<file path="src/rtl/lpm_defs.svh">
// Summary of operation
// - Wait mode stops CPU clock, halting CPU, watchdog and shutdown-input filter.
// - With count source protection set, watchdog keeps counting in wait mode.
// - Oscillators keep running in wait mode; clocked peripherals keep working.
// - Gate bit set stops main peripheral clock in wait; other clocks unaffected.
// - Stop mode halts all oscillators, CPU clock and all peripheral clocks.
// - Externally driven peripheral functions keep operating in stop mode.
// - All I/O port states are held through wait and stop mode.
`ifndef LPM_DEFS_SVH
`define LPM_DEFS_SVH

// ==========================================================
// Register offsets
`define OFS_CLK_CTRL0 8'h00
`define OFS_CSP 8'h04
`define OFS_FLASH_CTRL 8'h08
`define OFS_FLASH_READ 8'h0C
`define OFS_PROC_MODE1 8'h10
`define OFS_ADC_CTRL 8'h14
`define OFS_DAC_CTRL 8'h18
`define OFS_DAC_VALUE0 8'h1C
`define OFS_MODE_REQ 8'h24
`define OFS_STATUS 8'h28

// ==========================================================
// Field positions
`define BIT_WAIT_GATE 2
`define BIT_CPU_SEL 7
`define BIT_CSP 7
`define BIT_REWRITE 1
`define BIT_FSTOP 3
`define BIT_SLOW 2
`define BIT_LOWCUR 3
`define BIT_ONE_WAIT 7
`define BIT_ADC_STBY 5
`define BIT_DAC_EN_LSB 0
`define DAC_CH 2
`define DAC_W 8

// ==========================================================
// Reset values and request codes
`define RST_BIT 1'b0
`define RST_DAC_VALUE 8'h00
`define REQ_WAIT 2'h1
`define REQ_STOP 2'h2

// ==========================================================
// Timing
`define CLK_MHZ 100
`define FLASH_STAB_NS 5000
`define FLASH_STAB_CYC ((`FLASH_STAB_NS * `CLK_MHZ + 999) / 1000)

`endif

</file>
<file path="src/rtl/placeholder_never.sv">
`timescale 1ns/1ps
`default_nettype none
`default_nettype wire

</file>
<file path="src/rtl/lpm_pkg.sv">
`default_nettype none
package lpm_pkg;
    typedef enum logic [1:0] {MODE_NORMAL, MODE_WAIT, MODE_STOP} mode_t;
endpackage
`default_nettype wire

</file>
<file path="src/rtl/pm_if.sv">
`timescale 1ns/1ps
`default_nettype none
interface pm_if;
    lpm_pkg::mode_t mode;
    logic wait_gate;
    logic csp;
    logic flash_stop;
    logic stab_done;
    modport ctl (output mode, wait_gate, csp, flash_stop, input stab_done);
    modport gate (input mode, wait_gate, csp);
    modport timer (input flash_stop, output stab_done);
endinterface
`default_nettype wire

</file>
<file path="src/rtl/clock_gate_ctrl.sv">
`timescale 1ns/1ps
`default_nettype none
module clock_gate_ctrl (
    input wire logic pclk,
    input wire logic presetn,
    pm_if.gate pm,
    output logic cpu_clk_en,
    output logic wdt_clk_en,
    output logic nmi_filter_clk_en,
    output logic main_periph_clk_en,
    output logic onchip_osc_clk_en,
    output logic sub_clk_en,
    output logic osc_run,
    output logic ext_periph_en,
    output logic port_hold
);
    // ==========================================================
    // Enable decode
    wire is_normal = (pm.mode == lpm_pkg::MODE_NORMAL);
    wire is_wait = (pm.mode == lpm_pkg::MODE_WAIT);
    wire cpu_next = is_normal;
    wire wdt_next = is_normal | (is_wait & pm.csp);
    wire main_next = is_normal | (is_wait & ~pm.wait_gate);
    wire osc_next = is_normal | is_wait;

    always_ff @(posedge pclk or negedge presetn) begin
        if (!presetn) begin
            cpu_clk_en <= 1'b1;
            wdt_clk_en <= 1'b1;
            nmi_filter_clk_en <= 1'b1;
            main_periph_clk_en <= 1'b1;
            onchip_osc_clk_en <= 1'b1;
            sub_clk_en <= 1'b1;
            osc_run <= 1'b1;
            ext_periph_en <= 1'b0;
            port_hold <= 1'b0;
        end else begin
            cpu_clk_en <= cpu_next;
            wdt_clk_en <= wdt_next;
            nmi_filter_clk_en <= cpu_next;
            main_periph_clk_en <= main_next;
            onchip_osc_clk_en <= osc_next;
            sub_clk_en <= osc_next;
            osc_run <= osc_next;
            // External event paths never need an internal clock
            ext_periph_en <= 1'b1;
            port_hold <= ~is_normal;
        end
    end

    // ==========================================================
    // Checks
    wait_cpu_stop_a: assert property (@(posedge pclk) disable iff (!presetn)
        is_wait |=> !cpu_clk_en && !nmi_filter_clk_en && (wdt_clk_en == $past(pm.csp)))
        else $error("CPU clock not stopped in wait");
    wdt_protect_a: assert property (@(posedge pclk) disable iff (!presetn)
        is_wait && pm.csp |=> wdt_clk_en && !cpu_clk_en)
        else $error("Watchdog halted under protection");
    wait_osc_run_a: assert property (@(posedge pclk) disable iff (!presetn)
        is_wait |=> osc_run && sub_clk_en && onchip_osc_clk_en)
        else $error("Oscillator stopped in wait");
    wait_gate_f1_a: assert property (@(posedge pclk) disable iff (!presetn)
        is_wait |=> (main_periph_clk_en == !$past(pm.wait_gate)) && sub_clk_en)
        else $error("Main peripheral clock gate wrong");
    stop_all_off_a: assert property (@(posedge pclk) disable iff (!presetn)
        pm.mode == lpm_pkg::MODE_STOP |=> !osc_run && !cpu_clk_en && !wdt_clk_en
            && !main_periph_clk_en && !sub_clk_en && !onchip_osc_clk_en)
        else $error("Clock running in stop");
    stop_ext_run_a: assert property (@(posedge pclk) disable iff (!presetn)
        pm.mode == lpm_pkg::MODE_STOP ##1 pm.mode == lpm_pkg::MODE_STOP |-> ext_periph_en)
        else $error("External path off in stop");
    port_hold_a: assert property (@(posedge pclk) disable iff (!presetn)
        !is_normal |=> port_hold)
        else $error("Ports not held in low power");
endmodule
`default_nettype wire

</file>
<file path="src/rtl/flash_restart_timer.sv">
`timescale 1ns/1ps
`default_nettype none
module flash_restart_timer #(
    parameter int STAB_CYCLES = 500
) (
    input wire logic pclk,
    input wire logic presetn,
    pm_if.timer pm
);
    localparam int CW = $clog2(STAB_CYCLES + 1);
    localparam logic [CW-1:0] LIMIT = CW'(STAB_CYCLES);

    generate
        if (STAB_CYCLES < 1) begin : g_bad
            $error("STAB_CYCLES must be at least 1");
        end
    endgenerate

    // ==========================================================
    // Elapsed time since flash stop was set
    logic [CW-1:0] cnt_reg;
    logic done_reg;
    wire reached = (cnt_reg == LIMIT);
    wire [CW-1:0] cnt_next = !pm.flash_stop ? '0 : (reached ? cnt_reg : cnt_reg + 1'b1);

    always_ff @(posedge pclk or negedge presetn) begin
        if (!presetn) begin
            cnt_reg <= '0;
            done_reg <= 1'b0;
        end else begin
            cnt_reg <= cnt_next;
            done_reg <= pm.flash_stop & reached;
        end
    end
    assign pm.stab_done = done_reg;

    stab_early_a: assert property (@(posedge pclk) disable iff (!presetn)
        $rose(pm.flash_stop) |-> !done_reg ##1 (!done_reg || !pm.flash_stop))
        else $error("Restart allowed too early");
    stab_clear_a: assert property (@(posedge pclk) disable iff (!presetn)
        !pm.flash_stop |=> !done_reg)
        else $error("Restart flag stuck after flash restart");
endmodule
`default_nettype wire

</file>
<file path="src/rtl/low_power_mode_control.sv">
`timescale 1ns/1ps
`default_nettype none
`include "lpm_defs.svh"
module low_power_mode_control #(
    parameter int ADDR_W = 8,
    parameter int STAB_CYCLES = `FLASH_STAB_CYC
) (
    input wire logic pclk,
    input wire logic presetn,
    input wire logic psel,
    input wire logic penable,
    input wire logic pwrite,
    input wire logic [ADDR_W-1:0] paddr,
    input wire logic [31:0] pwdata,
    output logic [31:0] prdata,
    output logic pready,
    output logic pslverr,
    input wire logic wake_in,
    output logic cpu_clk_en,
    output logic wdt_clk_en,
    output logic nmi_filter_clk_en,
    output logic main_periph_clk_en,
    output logic onchip_osc_clk_en,
    output logic sub_clk_en,
    output logic osc_run,
    output logic ext_periph_en,
    output logic port_hold,
    output logic [1:0] power_mode,
    output logic flash_stop,
    output logic flash_rewrite_en,
    output logic flash_slow_read,
    output logic flash_low_current,
    output logic flash_one_wait,
    output logic cpu_on_sub_clock,
    output logic flash_restart_ok,
    output logic adc_standby,
    output logic [`DAC_CH-1:0] dac_output_en,
    output logic [`DAC_CH*`DAC_W-1:0] dac_value
);
    generate
        if (ADDR_W < 8) begin : g_bad_addr
            $error("ADDR_W must be at least 8");
        end
    endgenerate

    function automatic logic hit(input logic [7:0] a, input logic [7:0] ofs);
        hit = (a == ofs);
    endfunction

    function automatic logic [31:0] place(input logic v, input int pos);
        place = {31'h0, v} << pos;
    endfunction

    // ==========================================================
    // APB slave: one wait state, answer registered
    logic pready_reg;
    logic pslverr_reg;
    logic [31:0] prdata_reg;
    wire access = psel & penable;
    wire fire = access & pready_reg;
    wire wr_en = fire & pwrite;
    wire [7:0] a8 = paddr[7:0];
    wire hi_zero = (ADDR_W == 8) ? 1'b1 : (paddr >> 8) == '0;

    wire sel_clk0 = hi_zero & hit(a8, `OFS_CLK_CTRL0);
    wire sel_csp = hi_zero & hit(a8, `OFS_CSP);
    wire sel_fctl = hi_zero & hit(a8, `OFS_FLASH_CTRL);
    wire sel_fread = hi_zero & hit(a8, `OFS_FLASH_READ);
    wire sel_pm1 = hi_zero & hit(a8, `OFS_PROC_MODE1);
    wire sel_adc = hi_zero & hit(a8, `OFS_ADC_CTRL);
    wire sel_dac = hi_zero & hit(a8, `OFS_DAC_CTRL);
    wire sel_req = hi_zero & hit(a8, `OFS_MODE_REQ);
    wire sel_stat = hi_zero & hit(a8, `OFS_STATUS);
    logic [`DAC_CH-1:0] sel_dval;
    genvar ch;
    generate
        for (ch = 0; ch < `DAC_CH; ch++) begin : g_dsel
            assign sel_dval[ch] = hi_zero & hit(a8, 8'(`OFS_DAC_VALUE0 + 4 * ch));
        end
    endgenerate
    wire mapped = sel_clk0 | sel_csp | sel_fctl | sel_fread | sel_pm1 | sel_adc
        | sel_dac | sel_req | sel_stat | (|sel_dval);

    // ==========================================================
    // Control registers
    logic wait_periph_clock_gate_bit_reg;
    logic cpu_clock_select_bit_reg;
    logic count_source_protect_bit_reg;
    logic cpu_rewrite_enable_bit_reg;
    logic flash_stop_bit_reg;
    logic slow_read_enable_bit_reg;
    logic low_current_read_enable_bit_reg;
    logic one_wait_bit_reg;
    logic adc_standby_bit_reg;
    logic [`DAC_CH-1:0] dac_output_enable_bit_reg;
    logic [`DAC_W-1:0] dac_value_reg [`DAC_CH];

    always_ff @(posedge pclk or negedge presetn) begin
        if (!presetn) begin
            wait_periph_clock_gate_bit_reg <= `RST_BIT;
            cpu_clock_select_bit_reg <= `RST_BIT;
            count_source_protect_bit_reg <= `RST_BIT;
            one_wait_bit_reg <= `RST_BIT;
            adc_standby_bit_reg <= `RST_BIT;
            dac_output_enable_bit_reg <= '0;
        end else if (wr_en) begin
            if (sel_clk0) begin
                wait_periph_clock_gate_bit_reg <= pwdata[`BIT_WAIT_GATE];
                cpu_clock_select_bit_reg <= pwdata[`BIT_CPU_SEL];
            end
            if (sel_csp) count_source_protect_bit_reg <= pwdata[`BIT_CSP];
            if (sel_pm1) one_wait_bit_reg <= pwdata[`BIT_ONE_WAIT];
            if (sel_adc) adc_standby_bit_reg <= pwdata[`BIT_ADC_STBY];
            if (sel_dac) dac_output_enable_bit_reg <= pwdata[`BIT_DAC_EN_LSB +: `DAC_CH];
        end
    end

    // Flash bits are stored as written; software owns the interlocks
    always_ff @(posedge pclk or negedge presetn) begin
        if (!presetn) begin
            cpu_rewrite_enable_bit_reg <= `RST_BIT;
            flash_stop_bit_reg <= `RST_BIT;
            slow_read_enable_bit_reg <= `RST_BIT;
            low_current_read_enable_bit_reg <= `RST_BIT;
        end else if (wr_en) begin
            if (sel_fctl) begin
                cpu_rewrite_enable_bit_reg <= pwdata[`BIT_REWRITE];
                flash_stop_bit_reg <= pwdata[`BIT_FSTOP];
            end
            if (sel_fread) begin
                slow_read_enable_bit_reg <= pwdata[`BIT_SLOW];
                low_current_read_enable_bit_reg <= pwdata[`BIT_LOWCUR];
            end
        end
    end

    generate
        for (ch = 0; ch < `DAC_CH; ch++) begin : g_dval
            always_ff @(posedge pclk or negedge presetn) begin
                if (!presetn) begin
                    dac_value_reg[ch] <= `RST_DAC_VALUE;
                end else if (wr_en && sel_dval[ch]) begin
                    dac_value_reg[ch] <= pwdata[`DAC_W-1:0];
                end
            end
            assign dac_value[ch*`DAC_W +: `DAC_W] = dac_value_reg[ch];
        end
    endgenerate

    // ==========================================================
    // Wake input synchroniser
    logic wake_meta_reg;
    logic wake_sync_reg;
    always_ff @(posedge pclk or negedge presetn) begin
        if (!presetn) begin
            wake_meta_reg <= 1'b0;
            wake_sync_reg <= 1'b0;
        end else begin
            wake_meta_reg <= wake_in;
            wake_sync_reg <= wake_meta_reg;
        end
    end

    // ==========================================================
    // Power mode sequencer
    lpm_pkg::mode_t mode_reg;
    lpm_pkg::mode_t mode_next;
    wire req_wait = wr_en & sel_req & (pwdata[1:0] == `REQ_WAIT);
    wire req_stop = wr_en & sel_req & (pwdata[1:0] == `REQ_STOP);

    always_comb begin
        mode_next = mode_reg;
        unique case (mode_reg)
            lpm_pkg::MODE_NORMAL: begin
                if (req_stop) begin
                    mode_next = lpm_pkg::MODE_STOP;
                end else if (req_wait) begin
                    mode_next = lpm_pkg::MODE_WAIT;
                end
            end
            lpm_pkg::MODE_WAIT, lpm_pkg::MODE_STOP: begin
                if (wake_sync_reg) begin
                    mode_next = lpm_pkg::MODE_NORMAL;
                end
            end
            default: mode_next = lpm_pkg::MODE_NORMAL;
        endcase
    end

    logic [1:0] power_mode_reg;
    always_ff @(posedge pclk or negedge presetn) begin
        if (!presetn) begin
            mode_reg <= lpm_pkg::MODE_NORMAL;
            power_mode_reg <= 2'h0;
        end else begin
            mode_reg <= mode_next;
            power_mode_reg <= 2'(mode_reg);
        end
    end

    // ==========================================================
    // Clock gating and flash timer
    pm_if pm ();
    assign pm.mode = mode_reg;
    assign pm.wait_gate = wait_periph_clock_gate_bit_reg;
    assign pm.csp = count_source_protect_bit_reg;
    assign pm.flash_stop = flash_stop_bit_reg;

    clock_gate_ctrl u_gate (
        .pclk(pclk),
        .presetn(presetn),
        .pm(pm),
        .cpu_clk_en(cpu_clk_en),
        .wdt_clk_en(wdt_clk_en),
        .nmi_filter_clk_en(nmi_filter_clk_en),
        .main_periph_clk_en(main_periph_clk_en),
        .onchip_osc_clk_en(onchip_osc_clk_en),
        .sub_clk_en(sub_clk_en),
        .osc_run(osc_run),
        .ext_periph_en(ext_periph_en),
        .port_hold(port_hold)
    );

    flash_restart_timer #(.STAB_CYCLES(STAB_CYCLES)) u_timer (
        .pclk(pclk),
        .presetn(presetn),
        .pm(pm)
    );

    // ==========================================================
    // Read mux and answer
    wire [31:0] stat_word = {25'h0, osc_run, wdt_clk_en, main_periph_clk_en,
        cpu_clk_en, pm.stab_done, power_mode_reg};
    logic [31:0] dval_word;
    always_comb begin
        dval_word = 32'h0;
        for (int i = 0; i < `DAC_CH; i++) begin
            if (sel_dval[i]) dval_word = {24'h0, dac_value_reg[i]};
        end
    end
    wire [31:0] rd_data =
        sel_clk0 ? (place(wait_periph_clock_gate_bit_reg, `BIT_WAIT_GATE)
            | place(cpu_clock_select_bit_reg, `BIT_CPU_SEL)) :
        sel_csp ? place(count_source_protect_bit_reg, `BIT_CSP) :
        sel_fctl ? (place(cpu_rewrite_enable_bit_reg, `BIT_REWRITE)
            | place(flash_stop_bit_reg, `BIT_FSTOP)) :
        sel_fread ? (place(slow_read_enable_bit_reg, `BIT_SLOW)
            | place(low_current_read_enable_bit_reg, `BIT_LOWCUR)) :
        sel_pm1 ? place(one_wait_bit_reg, `BIT_ONE_WAIT) :
        sel_adc ? place(adc_standby_bit_reg, `BIT_ADC_STBY) :
        sel_dac ? ({30'h0, dac_output_enable_bit_reg} << `BIT_DAC_EN_LSB) :
        sel_stat ? stat_word : dval_word;

    // Registered answer costs a wait state but keeps outputs glitch free
    always_ff @(posedge pclk or negedge presetn) begin
        if (!presetn) begin
            pready_reg <= 1'b0;
            pslverr_reg <= 1'b0;
            prdata_reg <= 32'h0;
        end else begin
            pready_reg <= access & ~pready_reg;
            pslverr_reg <= access & ~pready_reg & ~mapped;
            prdata_reg <= (access & ~pready_reg & ~pwrite & mapped) ? rd_data : 32'h0;
        end
    end

    assign pready = pready_reg;
    assign pslverr = pslverr_reg;
    assign prdata = prdata_reg;
    assign power_mode = power_mode_reg;
    assign flash_stop = flash_stop_bit_reg;
    assign flash_rewrite_en = cpu_rewrite_enable_bit_reg;
    assign flash_slow_read = slow_read_enable_bit_reg;
    assign flash_low_current = low_current_read_enable_bit_reg;
    assign flash_one_wait = one_wait_bit_reg;
    assign cpu_on_sub_clock = cpu_clock_select_bit_reg;
    assign flash_restart_ok = pm.stab_done;
    assign adc_standby = adc_standby_bit_reg;
    assign dac_output_en = dac_output_enable_bit_reg;

    // ==========================================================
    // Checks
    mode_report_a: assert property (@(posedge pclk) disable iff (!presetn)
        ##1 power_mode_reg == 2'($past(mode_reg)))
        else $error("Reported mode lags wrongly");
    wait_entry_a: assert property (@(posedge pclk) disable iff (!presetn)
        mode_reg == lpm_pkg::MODE_NORMAL && req_wait && !req_stop
            |=> mode_reg == lpm_pkg::MODE_WAIT ##1 !cpu_clk_en)
        else $error("Wait request not taken");
    stop_entry_a: assert property (@(posedge pclk) disable iff (!presetn)
        mode_reg == lpm_pkg::MODE_NORMAL && req_stop
            |=> mode_reg == lpm_pkg::MODE_STOP ##1 !osc_run && port_hold)
        else $error("Stop request not taken");
    wake_exit_a: assert property (@(posedge pclk) disable iff (!presetn)
        mode_reg != lpm_pkg::MODE_NORMAL && wake_sync_reg
            |=> mode_reg == lpm_pkg::MODE_NORMAL ##1 cpu_clk_en && osc_run)
        else $error("Wake did not restore normal mode");
endmodule
`default_nettype wire

</file>
<file path="config.mk">
export PLATFORM = sky130hd
export DESIGN_NAME = low_power_mode_control
export DESIGN_NICKNAME = d
export VERILOG_FILES = /design/src/rtl/placeholder_never.sv /design/src/rtl/lpm_pkg.sv /design/src/rtl/pm_if.sv /design/src/rtl/clock_gate_ctrl.sv /design/src/rtl/flash_restart_timer.sv /design/src/rtl/low_power_mode_control.sv
export VERILOG_INCLUDE_DIRS = /design/src /design/src/rtl
export SDC_FILE = /design/constraint.sdc
export NUM_CORES = 1
export LEC_CHECK = 0
export ABC_AREA = 1
export ABC_CLOCK_PERIOD_IN_PS = 1600
export BUFFER_PORTS_ARGS = -buffer_cell sky130_fd_sc_hd__buf_2
export CAP_MARGIN = 20
export CORE_MARGIN = 10
export CORE_UTILIZATION = 49
export DETAILED_ROUTE_END_ITERATION = 6
export PLACE_DENSITY = 0.78
export SYNTH_ARGS = -nofsm -noshare
export SYNTH_HDL_FRONTEND = slang
export SYNTH_HIERARCHICAL = 1
export SYNTH_SLANG_ARGS = --single-unit
</file>
<file path="constraint.sdc">
create_clock -name pclk -period 1.6 [get_ports pclk]
set_input_delay 0.32 -clock pclk [delete_from_list [all_inputs] [get_ports pclk]]
set_output_delay 0.32 -clock pclk [all_outputs]
set_load 0.005 [all_outputs]
</file>
# Word-level counts from Yosys, hierarchy flattened
# Index checks and enable logic that the tools add are counted.
# word_totals
wordCells	110
out_inout_bits	71
reg_bits	59
in_bits	46
# classes
n_reduce_logical	14
n_eq_ne	18
n_mux	17
addsub	1
n_bitwise	33
# ops
operator	count
2-to-1 mux 8 bit	11
== test 8 x 5 -> 1 bit (second input constant)	4
== test 8 x 6 -> 1 bit (second input constant)	3
2-to-1 mux 9 bit	2
== test 8 x 4 -> 1 bit (second input constant)	2
AND reduction 2 bit	8
bitwise AND 1 bit	13
bitwise OR 1 bit	12
adder 9 x 1 -> 9 bit (second input constant)	1
== test 9 bit (second input constant)	1
== test 8 x 3 -> 1 bit (second input constant)	1
logical NOT 8 bit	1
bitwise OR 3 x 8 -> 8 bit	1
2-to-1 mux 2 bit	3
NOT 1 bit	5
== test 2 x 1 -> 1 bit (second input constant)	2
== test 2 bit (second input constant)	2
!= test 2 bit (second input constant)	2
bitwise OR 2 x 4 -> 4 bit	1
bitwise OR 3 x 4 -> 4 bit	1
one-hot mux 2 bit (2 select lines)	1
OR reduction 2 bit	2
!= test 3 bit (second input constant)	1
logical AND 1 bit	2
logical NOT 2 bit	1

# Longest topological paths before layout
# logic_depth
ltp_word	12
depth_mapped	10
depth_no_buf	10

# Modules after synthesis
# The synthesis kept the hierarchy.
# modules_own_cells
mod	instances	cells_each	seq_area_each_um2	area_per_inst_um2
low_power_mode_control	1	283	1076.0	2282.2
flash_restart_timer	1	65	250.2	546.8
clock_gate_ctrl	1	16	155.1	209.0

# Worst setup path after synthesis
# No wires, ideal clock.
# synth_timing
kind	reg2reg
startpoint	reg mode_reg[1]
endpoint	reg mode_reg[1]
path_buffers	0
required_ns	1.476
path_slack_ns	0.284
arrival_ns	1.192
path_stages_with_launch	11
period_less_slack_ns	1.316
setup_time_ns	0.124
cell_sequence	dfrtp_1 -> inv_1 -> ha_1 -> inv_1 -> nor2_1 -> inv_1 -> nand3_1 -> nor2_1 -> nor2_1 -> nand2_1 -> o31ai_1
# synth_between
elab_chain_len	4
word_cells_on_any_way	8
cone_classes	eq/ne (4); mux (1); reduce/logical (3)
# synth_lines
item	line_no	text
from (decl)	low_power_mode_control.sv:166	lpm_pkg::mode_t mode_reg;
from (signal assigned)	low_power_mode_control.sv:193	mode_reg <= lpm_pkg::MODE_NORMAL;
from (signal assigned)	low_power_mode_control.sv:196	mode_reg <= mode_next;
== test 2 bit or == test 2 x 1 -> 1 bit (tied branches)	low_power_mode_control.sv:173	unique case (mode_reg)
OR reduction 2 bit	low_power_mode_control.sv:173	
!= test 2 bit (no line)	n/a	
AND reduction 2 bit (no line)	n/a	
# Several ways; a longest one is shown, not always the timed one.
# A chain may end at the register's enable or synchronous reset.

# Final worst setup path
# layout_timing
startpoint	reg flash_stop_bit_reg, in the netlist flash_stop
endpoint	out flash_stop
# layout_rtl
item	line_no	text
from (decl)	low_power_mode_control.sv:90	logic flash_stop_bit_reg;
from (signal assigned)	low_power_mode_control.sv:122	flash_stop_bit_reg <= `RST_BIT;
from (signal assigned)	low_power_mode_control.sv:128	flash_stop_bit_reg <= pwdata[`BIT_FSTOP];
to (decl)	low_power_mode_control.sv:29	output logic flash_stop,
# No word-level cell between the ends.

==> results.md <==
- Post-DP HPWL: about 6 mm
- Antenna cells: 0
- CP Max Fanout: 12
- Clk pin slew, worst setup/hold paths: roughly 60 ps
- Post-synth cell types: 32
- Simple-gate share of the synthesized area: between 20% and 30%
- TritonCTS clock tree: yes
- P_leak: between 0.0015 and 0.002 uW
- Final #Nets: 496
- Cells after Synth: roughly 360
- VDD IR max: a little under 0.7 mV
- DRC Markers: 0
- Hold Buf Count CTS: 0
- Startpoint Class: flip-flop
- Global Route Usage Sum: around 15%
- Maximum clock frequency: roughly 0.71 GHz
- Final hold violations: 3
- H-Tree Level Count: 3
- Post-synthesis adder-cell area fraction: between 1 and 1.5%
- Critical path's slowest cell: dfrtp_1
- Synth area leader: dfrtp_1
- Area contributors post-synth: dfrtp_1, nand2_1, buf_4
- Clock tree buffer depth: 2
- Endpoints failing setup: 0
- Area grow syn2layout: 18.5%
- Seq pwr share: about half
- Largest family of logic cells by synthesized area: simple AND/OR/NAND/NOR gates
- Die area: around 0.0097 sq mm
- M3 GR Usage: 5.80%
- CP cell instances: buf_2
- Failing checks: hold timing
- Cells resized by post-CTS repair: 0
- Hold WS: -13.1 ps
- Post-synthesis mux area share: 0%
- TritonCTS buffer count: 9
- Ys Warns: 6
- M2 GR Usage: between 20% and 30%
- Worst EP required: roughly 1300 ps
- GPL Wtd Cong: approximately 0.9
- Period utilization: 88.5%
- Routed WL: approximately 7.5 mm
- Initial antenna violation count: 0
- Final worst path period need: about 1400 ps
- Number of synthesized register bits: 59
- Max FFs per register: 16
- Antenna viol nets, final: 0
- GR Overflow Total: 0
- Num ports: about 120
- Initial DRT Pass Iterations: 4
- Vias per inst: about 4.9
- Number of port buffers: 68
- Core Box Area: 0.00596 sq mm
- Most common cell after layout, fill and taps aside: nand2_1
- Worst setup path category: reg2out
- Post-synthesis compound-gate area fraction: around 8.6%
- Internal power: roughly 2300 uW
- Worst Path Buf+Inv: 1
- XOR/XNOR Fraction of Synth Area: less than 1%
- Clock group share of total power: about 42%
- Combinational share of power: just under 7%
- Stages on worst setup path: 1
- Max Cap Violations: 0
- Share of cells above drive strength 1: roughly 30%
- Avg Inst Size Synth: around 8.3 sq um
- Post-synth EDFFs: 0
- Largest net degree at the start of global routing: 60
- Busiest layer in global routing: met2
- Arrival time worst endpoint: roughly 1100 ps
- Power per cell area: between 800 and 900 mW/mm^2
- Min-Delay Path Class: in2async
- Top delay family on crit path: flip-flops
- Setup Buffers After CTS: 0
- Die height: approximately 100 um
- Met1 Resource Use GR: between 15 and 20%
- Die Wd: 98.7 um
- Post-synthesis sequential area ratio: 48.8%
- Final setup TNS: 0 ps
- Worst-skew pair later-pin latency: 320 ps
- Status: finished with violations
- Routed length per instance: 14.2 um
- Most frequent cells in the layout: nand2_1, buf_2, dfrtp_1
- Via count: approximately 2.6k
- Placement Rows: 28
- Slew Limit Fails: 0
- DR iter-0 viols: 132
- CTS sink cnt: a little under 60
- Net switching share of the total power: between 20% and 30%
- Crit. End Element: primary output
- Final setup skew: around 6.5 ps
- First-pass GRT wire length: ~12 mm
- Root buffer cell: clkbuf_8
- CP peak stage delay: just under 600 ps
- Starting Density: between 50% and 60%
- Unrepaired setup endpoints after global routing: no
- Vias in the first global route: approximately 2.6k
- Synthesized area: between 0.003 and 0.004 sq mm
- Final setup margin: around 180 ps
- Yosys top cell area share: around 45%
- FF-to-FF path depth: 7
- Post-Place Worst Slack: 55.8 ps
- Top FF cell, synth: dfrtp_1
- Psw: between 600 and 700 uW
- Asr flop ratio synth: 100%
-- worst paths after layout --
check                                       endpoint     startpoint  slack [ps]
max reg2reg                              mode_reg[0]         pready         220
min in group pclk                      wake_meta_reg        wake_in         100
max in group asynchronous  u_gate/main_periph_clk_en        presetn        1290
min reg2reg                            wake_sync_reg  wake_meta_reg         350
min                                 u_gate/port_hold        presetn         -10
max                                       flash_stop     flash_stop         180
-- power groups by stage --
stage	Combinational [uW]	Sequential [uW]	Clock [uW]
after floorplan	136	1560	0
final	209	1540	1270
after global placement	202	1560	0
after global routing	239	1540	1370
after CTS	209	1540	1300
after detailed placement	209	1560	0
-- area by class of cell --
| type | count | area (sq um) |
|---|---|---|
| Clock inverter | 3 | 40.0 |
| Inverter | 42 | 158 |
| Fill cell | 537 | 2360 |
| Tap cell | 75 | 93.8 |
| Sequential cell | 59 | 1480 |
| Timing Repair Buffer | 80 | 443 |
| Multi-Input combinational cell | 255 | 1240 |
| Clock buffer | 11 | 141 |
-- kinds of logic after synthesis --
family | after synthesis
simple gates | 177
buf+inv | 73
flops | 59
compound gates | 49
fa+ha+maj | 3
other cells | 2
xor+xnor | 1
-- worst reg2reg max path, delay by kind of cell (launching register included) --
kind / cells / cell delay (ps)
simple gates: 4 / 580
compound gates: 2 / 230
flops: 1 / 400
buf+inv: 1 / 50
-- Yosys cell counts (all sizes together), types with 2 or more instances --
library cell	instances
buf	31
a21oi	14
nor2	51
dfrtp	55
nand4	5
dfstp	4
nand2	94
inv	41
conb	2
a31oi	2
nor3	3
o21ai	28
nand3	23
ha	3
-- metrics by stage --
stage          utilization, %  power [uW]  cells  hold WS [ps]  instance area [sq um]
5_1_grt                  60.4        3150    525          4.36                   3600
4_1_cts                  60.4        3040    525          6.19                   3600
3_5_place_dp             57.4        1770    511           340                   3420
3_3_place_gp             57.4        1760    511           336                   3420
2_1_floorplan               -        1700    387          24.4                   3120
6_report                 60.4        3010    525         -13.1                   3600
-- per-layer routing --
metal | part of all wire (%) | vias up | wire length, um
met5 | 0 | - | 0
met3 | 8.7 | 14 | 648
li1 | - | 1269 | -
met1 | 41 | 1191 | 3090
met4 | 1.7 | 0 | 129
met2 | 48 | 92 | 3600
(Power assumes the default switching activity.)
